File: src/port_pin_config_and_wake_map.vh
`ifndef PORT_PIN_CONFIG_AND_WAKE_MAP_VH
`define PORT_PIN_CONFIG_AND_WAKE_MAP_VH

// Register byte offsets, one aligned 32-bit word each
`define OFS_PORT6_DATA 8'h00
`define OFS_PORT6_DIRECTION 8'h04
`define OFS_PORT7_DATA 8'h08
`define OFS_PORT7_DIRECTION 8'h0C
`define OFS_PORT7_PULLUP 8'h10
`define OFS_PORT9_DATA 8'h14
`define OFS_PORT9_DIRECTION 8'h18
`define OFS_PORTC_DATA 8'h1C
`define OFS_PORTC_DIRECTION 8'h20
`define OFS_WAKE_CTRL 8'h24
`define OFS_STATUS 8'h28

// Option word field positions
`define OPT_ROM_PROTECT 0
`define OPT_RC_FREQ 4
`define OPT_OSC_LO 5
`define OPT_OSC_HI 6
`define OPT_P70_SEL 7
`define OPT_RESET_PIN_SEL 8
`define OPT_WIDTH 13

// Option word value in force until the strap is caught
`define OPT_RESET 13'h1E06

// Wake control register fields
`define WC_MASK_LSB 0
`define WC_MASK_MSB 7
`define WC_EDGE_RISE 8
`define WC_PWR_BIT6 9
`define WC_PWR_BIT7 10
`define WC_PULSE1_EN 11
`define WC_PULSE2_EN 12
`define WC_WDT_EN 13
`define WC_WIDTH 14

// Interrupt mask bits that enable wake-up edges
`define MASK_P70 3
`define MASK_P71 4
`define MASK_P73 7

// Status register fields
`define ST_SLEEP 16
`define ST_CAUSE_LSB 17
`define ST_XTAL 20
`define ST_ERC 21
`define ST_IRC 22

// Reset values of port registers
`define DATA_RESET 8'h00
`define DIR_RESET 8'hFF
`define PULLUP_RESET 8'h00

// Bits of port 7 that exist as pins
`define P7_PIN_MASK 8'h7B

`endif

File: src/x_unused_none.v
`default_nettype none
`default_nettype wire

File: src/port_pin_config_and_wake.v
// The APB register port and the register addresses were left to the implementer.
`include "port_pin_config_and_wake_map.vh"
`default_nettype none

// Overview of operation
// - Decode oscillator mode from two option bits
// - RC clock 2MHz or 4MHz by option
// - Port 70 function from mode and select
// - Port 71 is reset pin or input
// - ROM access allowed only when protect bit set
// - Tri-state pins with readable direction registers
// - Ports 60/61 are crystal pins in crystal mode
// - RC modes ignore port 70 select bit
// - Port 71 input only, no pull-up
// - Port 70 pull-up only as GPIO
// - Reset on power-on, watchdog, reset pin
// - Reset clears PC and watchdog, keeps oscillator
// - Power-on clears upper bits of registers 3/4
// - Sleep instruction stops core and crystal only when both power control bits are zero
// - Sleep wake sources cause full reset
// - Port 70 wake, mask bit 3, selectable edge
// - Port 71 wake, mask bit 4, falling
// - Port 73 wake, mask bit 7, falling
// - Pulse enable forces port C pin output
module port_pin_config_and_wake (
  input wire mclk,
  input wire rst,
  input wire psel,
  input wire penable,
  input wire pwrite,
  input wire [7:0] paddr,
  input wire [31:0] pwdata,
  output wire [31:0] prdata,
  output wire pready,
  output wire pslverr,
  input wire [12:0] optionWord,
  input wire sleepInstr,
  input wire wdtTimeout,
  input wire pulse1Out,
  input wire pulse2Out,
  input wire [5:0] port6In,
  output wire [5:0] port6Out,
  output wire [5:0] port6Oe,
  input wire [7:0] port7In,
  output wire [7:0] port7Out,
  output wire [7:0] port7Oe,
  output wire [7:0] port7PullEn,
  input wire [7:0] port9In,
  output wire [7:0] port9Out,
  output wire [7:0] port9Oe,
  input wire [1:0] portcIn,
  output wire [1:0] portcOut,
  output wire [1:0] portcOe,
  output wire internalRcMode,
  output wire externalRcMode,
  output wire crystalMode,
  output wire rcFreq4m,
  output wire pllEnable,
  output wire pllFilterPin,
  output wire pin70OscIn,
  output wire resetPinMode,
  output wire romAccessEnable,
  output wire chipReset,
  output wire pcClear,
  output wire wdtClear,
  output wire wdtEnable,
  output wire upperRegClear,
  output wire sleepActive,
  output wire crystalStop
);

  // Pin bus: {portC[1:0], port9, port7, 2'b00, port6}
  localparam PW = 26;
  localparam P7B = 8;
  localparam P9B = 16;
  localparam PCB = 24;

  // Read mix: pin level for inputs, latch for outputs
  function [7:0] readMix;
    input [7:0] latch;
    input [7:0] pin;
    input [7:0] dirIn;
    begin
      readMix = (dirIn & pin) | (~dirIn & latch);
    end
  endfunction

  reg [12:0] option_reg; // Caught option word
  reg optValid_reg; // Option caught since power-on
  reg [7:0] p6Data_reg;
  reg [7:0] p6Dir_reg; // 1 = input
  reg [7:0] p7Data_reg;
  reg [7:0] p7Dir_reg;
  reg [7:0] p7Pull_reg;
  reg [7:0] p9Data_reg;
  reg [7:0] p9Dir_reg;
  reg [7:0] pcData_reg;
  reg [7:0] pcDir_reg;
  reg [13:0] wake_reg; // Wake control fields
  reg [PW-1:0] sync1_reg; // First stage, read only by stage two
  reg [PW-1:0] sync2_reg;
  reg [PW-1:0] sync3_reg;
  reg [PW-1:0] filt_reg; // Agreed pin levels
  reg [7:0] prevP7_reg; // Previous agreed port 7 levels
  reg sleep_reg;
  reg reset_reg; // Any-reset pulse or level
  reg porLike_reg; // Power-on class reset
  reg [2:0] cause_reg; // {pin, edge, watchdog}
  reg [31:0] rdata_reg;
  reg err_reg;

  wire [PW-1:0] pinsIn;
  wire [PW-1:0] filt_next;
  wire xtal;
  wire erc;
  wire internal_rc_mode;
  wire p70Gp;
  wire p71Reset;
  wire [7:0] p6Pins;
  wire [7:0] p7Pins;
  wire [7:0] p9Pins;
  wire [7:0] pcPins;
  wire pinResetLow;
  wire wdtResetAwake;
  wire edge70;
  wire edge71;
  wire edge73;
  wire edgeWake;
  wire wakeEvent;
  wire anyReset;
  wire apbWrite;
  wire apbSetup;
  reg [31:0] rdMux;
  reg rdErr;

  assign pinsIn = {portcIn, port9In, port7In, 2'b00, port6In};

  // Mode decode; high upper bit means crystal whatever the lower
  assign xtal = option_reg[`OPT_OSC_HI];
  assign erc = ~option_reg[`OPT_OSC_HI] & option_reg[`OPT_OSC_LO];
  assign internal_rc_mode = ~option_reg[`OPT_OSC_HI] & ~option_reg[`OPT_OSC_LO];
  assign internalRcMode = internal_rc_mode;
  assign externalRcMode = erc;
  assign crystalMode = xtal;
  assign rcFreq4m = option_reg[`OPT_RC_FREQ];
  // Select bit only matters in crystal mode
  assign p70Gp = internal_rc_mode | (xtal & ~option_reg[`OPT_P70_SEL]);
  assign pllFilterPin = xtal & option_reg[`OPT_P70_SEL];
  assign pllEnable = xtal & option_reg[`OPT_P70_SEL];
  assign pin70OscIn = erc;
  assign p71Reset = ~option_reg[`OPT_RESET_PIN_SEL];
  assign resetPinMode = p71Reset;
  assign romAccessEnable = option_reg[`OPT_ROM_PROTECT];

  // Catch the option strap once after power-on release
  always @(posedge mclk) begin
    if (rst) begin
      option_reg <= `OPT_RESET;
      optValid_reg <= 1'b0;
    end else if (!optValid_reg) begin
      option_reg <= optionWord;
      optValid_reg <= 1'b1;
    end
  end

  // A level counts once stages two and three agree
  assign filt_next = (sync2_reg & sync3_reg) |
    (filt_reg & (sync2_reg ^ sync3_reg));

  // Three-stage pin synchroniser; idle high so reset pin is quiet
  always @(posedge mclk) begin
    if (rst) begin
      sync1_reg <= {PW{1'b1}};
      sync2_reg <= {PW{1'b1}};
      sync3_reg <= {PW{1'b1}};
      filt_reg <= {PW{1'b1}};
      prevP7_reg <= 8'hFF;
    end else begin
      sync1_reg <= pinsIn;
      sync2_reg <= sync1_reg;
      sync3_reg <= sync2_reg;
      filt_reg <= filt_next;
      prevP7_reg <= filt_reg[P7B+7:P7B];
    end
  end

  assign p6Pins = filt_reg[7:0];
  assign p7Pins = filt_reg[P7B+7:P7B];
  assign p9Pins = filt_reg[P9B+7:P9B];
  assign pcPins = {5'b00000, filt_reg[PCB+1:PCB], 1'b0};

  // Reset sources while awake
  assign pinResetLow = p71Reset & ~p7Pins[1];
  // Green or normal mode only; in sleep the timeout is a wake
  assign wdtResetAwake = wdtTimeout & wake_reg[`WC_WDT_EN] &
    ~sleep_reg;

  // Edge detectors on agreed levels, one cycle per edge
  assign edge70 = wake_reg[`MASK_P70] & (wake_reg[`WC_EDGE_RISE] ?
    (p7Pins[0] & ~prevP7_reg[0]) :
    (~p7Pins[0] & prevP7_reg[0]));
  assign edge71 = wake_reg[`MASK_P71] & ~p7Pins[1] &
    prevP7_reg[1];
  assign edge73 = wake_reg[`MASK_P73] & ~p7Pins[3] &
    prevP7_reg[3];
  assign edgeWake = edge70 | edge71 | edge73;
  // Only watchdog, pin edges and reset pin wake; no timer input exists
  assign wakeEvent = sleep_reg & (wdtTimeout | edgeWake |
    pinResetLow);
  assign anyReset = wdtResetAwake | pinResetLow | wakeEvent;

  // Reset generation; a wake is treated as a power-on reset
  always @(posedge mclk) begin
    if (rst) begin
      reset_reg <= 1'b1;
      porLike_reg <= 1'b1;
      cause_reg <= 3'h0;
    end else begin
      reset_reg <= anyReset;
      porLike_reg <= wakeEvent;
      if (anyReset) begin
        cause_reg <= {pinResetLow, edgeWake & sleep_reg, wdtTimeout};
      end
    end
  end

  // One reset strobe serves PC, watchdog counter and prescaler
  assign chipReset = reset_reg;
  assign pcClear = reset_reg;
  assign wdtClear = reset_reg;
  assign upperRegClear = porLike_reg;
  assign wdtEnable = wake_reg[`WC_WDT_EN];

  // Sleep state; both power control bits must be zero
  always @(posedge mclk) begin
    if (rst || reset_reg || anyReset) begin
      sleep_reg <= 1'b0;
    end else if (sleepInstr && !wake_reg[`WC_PWR_BIT7] &&
      !wake_reg[`WC_PWR_BIT6]) begin
      sleep_reg <= 1'b1;
    end
  end

  assign sleepActive = sleep_reg;
  // Oscillator kept running while a reset is in progress
  assign crystalStop = sleep_reg & xtal & ~reset_reg;

  assign apbWrite = psel & penable & pwrite;
  assign apbSetup = psel & ~penable;

  // Register file; any reset returns ports to inputs
  always @(posedge mclk) begin
    if (rst || reset_reg) begin
      p6Data_reg <= `DATA_RESET;
      p6Dir_reg <= `DIR_RESET;
      p7Data_reg <= `DATA_RESET;
      p7Dir_reg <= `DIR_RESET;
      p7Pull_reg <= `PULLUP_RESET;
      p9Data_reg <= `DATA_RESET;
      p9Dir_reg <= `DIR_RESET;
      pcData_reg <= `DATA_RESET;
      pcDir_reg <= `DIR_RESET;
      wake_reg <= 14'h0000;
    end else if (apbWrite) begin
      case (paddr)
        `OFS_PORT6_DATA: p6Data_reg <= pwdata[7:0];
        `OFS_PORT6_DIRECTION: p6Dir_reg <= pwdata[7:0];
        `OFS_PORT7_DATA: p7Data_reg <= pwdata[7:0];
        `OFS_PORT7_DIRECTION: p7Dir_reg <= pwdata[7:0];
        `OFS_PORT7_PULLUP: p7Pull_reg <= pwdata[7:0];
        `OFS_PORT9_DATA: p9Data_reg <= pwdata[7:0];
        `OFS_PORT9_DIRECTION: p9Dir_reg <= pwdata[7:0];
        `OFS_PORTC_DATA: pcData_reg <= pwdata[7:0];
        `OFS_PORTC_DIRECTION: pcDir_reg <= pwdata[7:0];
        `OFS_WAKE_CTRL: wake_reg <= pwdata[`WC_WIDTH-1:0];
        default: begin
        end
      endcase
    end
  end

  // Read decode; unmapped offsets answer with an error
  always @* begin
    rdMux = 32'h00000000;
    rdErr = 1'b0;
    case (paddr)
      `OFS_PORT6_DATA: begin
        // Crystal pins read zero, their data is undefined
        rdMux[7:0] = readMix(p6Data_reg, p6Pins, p6Dir_reg) &
          {2'b00, 4'hF, ~xtal, ~xtal};
      end
      `OFS_PORT6_DIRECTION: rdMux[7:0] = p6Dir_reg & 8'h3F;
      `OFS_PORT7_DATA: begin
        // Port 71 has no latch path, always the pin
        rdMux[7:0] = (readMix(p7Data_reg, p7Pins, p7Dir_reg) &
          8'h79) | (p7Pins & 8'h02);
      end
      `OFS_PORT7_DIRECTION: rdMux[7:0] = p7Dir_reg & 8'h79;
      `OFS_PORT7_PULLUP: rdMux[7:0] = p7Pull_reg & 8'h79;
      `OFS_PORT9_DATA: begin
        rdMux[7:0] = readMix(p9Data_reg, p9Pins, p9Dir_reg);
      end
      `OFS_PORT9_DIRECTION: rdMux[7:0] = p9Dir_reg;
      `OFS_PORTC_DATA: begin
        rdMux[7:0] = readMix(pcData_reg, pcPins, pcDir_reg) &
          8'h06;
      end
      `OFS_PORTC_DIRECTION: rdMux[7:0] = pcDir_reg & 8'h06;
      `OFS_WAKE_CTRL: rdMux[`WC_WIDTH-1:0] = wake_reg;
      `OFS_STATUS: begin
        rdMux[`OPT_WIDTH-1:0] = option_reg;
        rdMux[`ST_SLEEP] = sleep_reg;
        rdMux[`ST_CAUSE_LSB+2:`ST_CAUSE_LSB] = cause_reg;
        rdMux[`ST_XTAL] = xtal;
        rdMux[`ST_ERC] = erc;
        rdMux[`ST_IRC] = internal_rc_mode;
      end
      default: rdErr = 1'b1;
    endcase
  end

  // Read data caught in the setup cycle, held through access
  always @(posedge mclk) begin
    if (rst) begin
      rdata_reg <= 32'h00000000;
      err_reg <= 1'b0;
    end else if (apbSetup) begin
      rdata_reg <= pwrite ? 32'h00000000 : rdMux;
      err_reg <= rdErr;
    end
  end

  // Zero-wait slave
  assign pready = psel & penable;
  assign prdata = rdata_reg;
  assign pslverr = psel & penable & err_reg;

  // Port 6: crystal mode takes pins 60/61 off the port
  assign port6Out = p6Data_reg[5:0];
  assign port6Oe = ~p6Dir_reg[5:0] &
    {4'hF, ~xtal, ~xtal};

  // Port 7: 71 never drives; 70 drives only as GPIO
  assign port7Out = p7Data_reg & `P7_PIN_MASK;
  assign port7Oe = (~p7Dir_reg & 8'h78) |
    {7'h00, ~p7Dir_reg[0] & p70Gp};
  assign port7PullEn = (p7Pull_reg & 8'h78) |
    {7'h00, p7Pull_reg[0] & p70Gp};

  // Port 9: plain bidirectional byte
  assign port9Out = p9Data_reg;
  assign port9Oe = ~p9Dir_reg;

  // Port C: a pulse enable takes the pin as output
  assign portcOut[0] = wake_reg[`WC_PULSE1_EN] ? pulse1Out :
    pcData_reg[1];
  assign portcOut[1] = wake_reg[`WC_PULSE2_EN] ? pulse2Out :
    pcData_reg[2];
  assign portcOe[0] = wake_reg[`WC_PULSE1_EN] | ~pcDir_reg[1];
  assign portcOe[1] = wake_reg[`WC_PULSE2_EN] | ~pcDir_reg[2];

endmodule // port_pin_config_and_wake

`default_nettype wire

File: config.mk
export PLATFORM = sky130hd
export DESIGN_NAME = port_pin_config_and_wake
export DESIGN_NICKNAME = d
export VERILOG_FILES = /design/src/x_unused_none.v /design/src/port_pin_config_and_wake.v
export VERILOG_INCLUDE_DIRS = /design/src
export SDC_FILE = /design/constraint.sdc
export NUM_CORES = 1
export LEC_CHECK = 0
export BUFFER_PORTS_ARGS = -buffer_cell sky130_fd_sc_hd__clkbuf_2
export CELL_PAD_IN_SITES_DETAIL_PLACEMENT = 0
export CELL_PAD_IN_SITES_GLOBAL_PLACEMENT = 1
export CORE_AREA = 2 2 164 166
export DETAILED_ROUTE_END_ITERATION = 7
export DIE_AREA = 0 0 166 168
export GPL_TIMING_DRIVEN = 0
export PLACE_DENSITY = 0.71
export SLEW_MARGIN = 20
export SYNTH_ARGS = -nofsm -noshare
export SYNTH_HDL_FRONTEND = slang
export SYNTH_SLANG_ARGS = --single-unit
File: constraint.sdc
create_clock -name mclk -period 1.95 [get_ports mclk]
set_input_delay 0.0975 -clock mclk [delete_from_list [all_inputs] [get_ports mclk]]
set_output_delay 0.0975 -clock mclk [all_outputs]
set_load 0.1 [all_outputs]
==> results.toml <==
[worst_setup_path]
r2r_end = "p7Data_reg[0]"
r2r_slack_ps = 220
critPathKind = "flip-flop to output port"
r2r_start = "chipReset"
cp-start-kind = "flip-flop"
critPathCaptureType = "output port"
r2r_cells = 4
crit_chain = "clkbuf_2 -> and2_4 -> buf_2"
cp_num_buf_inv = 2
worstPathMaxFanout = 10
cp_data_arrival_time_ps = 1800
critical_path.slowest_cell = "buf_2"
worstSetupStartpoint = "option_reg[6]"
cp_top_family = "buffers and inverters"
required_ps = 1850
worstSetupPathDepth = 3
crit_path_max_incr_delay_ps = 430

[global_routing]
use_met3 = 0.0498
met2_usage = 0.266
grt_pass1_wl_um = 36400
top_usage_layer = "met2"
grtUsageMet1 = 0.231
grt_pass1_vias = 6014
grt.overflow.total = 0
grt_usage = 0.171
grt_max_degree = 22
antenna_found_initial = 0

[cells_and_area]
layout_commonest_cell = "dfxtp_1"
final_cells = 1385
syn2layout_area_growth_pct = 30.4
layout_common_cells = "dfxtp_1 (194), clkbuf_2 (138), nand2_1 (83)"
final_nets = 1139
drive_above_1_share = 0.300
antenna_cells = 0

[routing]
wl_um = 24100
drt_iter0_drc = 398
via_per_inst = 4.61
wl_per_cell_um = 17.4
ant_nets = 0
vias = 6390
first_pass_iters = 5
drc = 0

[power_and_ir_drop]
powerDensity_mw_per_mm2 = 855
p_leak_nw = 4.15
combPwrFrac = 0.107
peakVddDrop_uv = 554
p_sw_frac = 0.287
pwr-share-seq = 0.479
netSwitchingPower_mw = 2.48
p_int_mw = 6.16
p_clk_frac = 0.414

[synthesis]
ys_ff_latch = 195
synthCells = 806
synth.yosys.warnings = 0
synth_cell_type_count = 67
yosysSeqAreaShare = 0.503
yosys_most_used_dff = "dfxtp_1"
postSynthAreaPerCell_um2 = 9.62
yosysTopAreaCellShare = 0.503
synth_area_leaders = "dfxtp_1 (50%), mux2i_1 (6.6%), or2_2 (5.6%)"
synth_top_area_cell = "dfxtp_1"
syn-cell-area_mm2 = 0.00776
synth-edff-count = 0
async_reset_ff_frac = 0

[die]
pin_count = 192
num_rows = 60
die_w_um = 166
die-area_mm2 = 0.0279
start_util = 0.294
dieHeight_um = 168
coreArea_mm2 = 0.0264

[min_path]
min_path_cells = 3
hold_start = "pwdata[6]"
hp-class = "input pin to flip-flop"
worstHoldEndpoint = "wake_reg[6]"

[flow_run]
maxCapViolCount = 0

[timing]
worst_pin_slew_ps = 934
setup_viol = 0
rsz0062_at_grt = "false"
clock_skew_ps = 9.39
max_freq_mhz = 527
min_period_over_period = 0.973
final.min_clock_period_ps = 1900
hold_viol_final = 0
relSlewSlack = 0.368
layout_setup_ws_ps = 51.9
final_max_slew_viol_count = 0

[placed_design]
hpwl_um = 18500
dpl_worst_slack_ps = -353
portBuffers = 143
placedCellCount = 1309
gp_congestion = 0.897

[cts]
clock_sinks = 195
cts_tree = "built"
cts_buffer_depth = 2
cts_setup_buffers = 0
h-tree-depth = 4
path_clk_slew_ps = 80
cts_made_buffers = 17
insertion_delay_ps = 440
root_buffer = "clkbuf_16"

[status]
status = "completed"
[worst max path at each step]
stage / end
final: pllEnable
after global routing: port7PullEn[0]
after CTS: pllEnable
after detailed placement: wake_reg[9]
after global placement: prdata[3]
after floorplan: port6Oe[0]
[metal layers]
| metal | vias up | wire, um |
|---|---|---|
| li1 | 3206 | - |
| met5 | - | 0 |
| met1 | 2966 | 11400 |
| met2 | 191 | 10500 |
| met3 | 27 | 1670 |
| met4 | 0 | 490 |
[per-stage QoR]
stage / TNS (ps) / utilization / instance area, um2 / total power [mW] / hold slack [ps]
6_report: 0 / 0.384 / 10100 / 8.64 / 21.4
2_1_floorplan: -162 / - / 7870 / 4.84 / 201
5_1_grt: 0 / 0.384 / 10100 / 8.94 / 18.6
4_1_cts: 0 / 0.383 / 10100 / 8.71 / 2.73
3_3_place_gp: -13650 / 0.342 / 9010 / 5.07 / 283
3_5_place_dp: -11470 / 0.343 / 9030 / 5.08 / 282
[cell families (layout without fill, tap and decap cells)]
logic type      count (synthesis)  in the layout  share of synthesized area
other cells                     1             19                   0.000483
buf+inv                        97            317                     0.0626
mux                            56             56                     0.0731
fa+ha+maj                      22             22                     0.0355
simple gates                  281            281                      0.191
flops                         195            195                      0.503
compound gates                154            154                      0.134
[worst register-to-register path, cell delays in order (launching register included)]
cell	delay (ps)
dfxtp_1	530
or2_2	170
clkbuf_1	250
clkbuf_1	530
nor2_1	110
[timing repair]
action / in CTS / in global routing
hold buffers: 44 / 0
setup endpoints to repair: 4 / 13
endpoints found under the hold margin: 47 / 0
gates resized for setup: 4 / 6
cloned: 0 / 0
[power groups by stage]
stage | sequential [mW] | clock [mW] | combinational, mW
finish | 4.14 | 3.58 | 0.921
global route | 4.15 | 3.81 | 0.981
CTS | 4.14 | 3.65 | 0.918
detailed placement | 4.23 | 0 | 0.846
global placement | 4.23 | 0 | 0.839
floorplan | 4.26 | 0 | 0.574
[final cells by class]
class | count | area (um2)
Sequential cell | 195 | 3910
Inverter | 21 | 78.8
Tap cell | 341 | 427
Timing Repair Buffer | 188 | 1180
Clock buffer | 18 | 439
Buffer | 76 | 408
Fill cell | 2682 | 16200
Clock inverter | 14 | 174
Multi-Input combinational cell | 532 | 3500
[Yosys cell counts, types with 3 or more instances]
library cell / count
dfxtp_1: 195
nand2_1: 83
or2_2: 70
nor2_1: 63
mux2i_1: 51
a21oi_1: 37
clkbuf_1: 37
buf_4: 28
o21ai_0: 28
a211o_1: 22
ha_1: 22
inv_1: 20
o211ai_1: 17
a22oi_1: 16
nand3_1: 8
a31oi_1: 6
buf_2: 6
nand2b_1: 6
nor3_1: 6
mux2_2: 5
a22o_1: 4
nand3b_1: 4
nor2_4: 4
or4_1: 4
and2_1: 3
buf_1: 3
nor2_2: 3
nor2b_1: 3
nor4_1: 3
o22ai_1: 3
(Power assumes the default switching activity.)
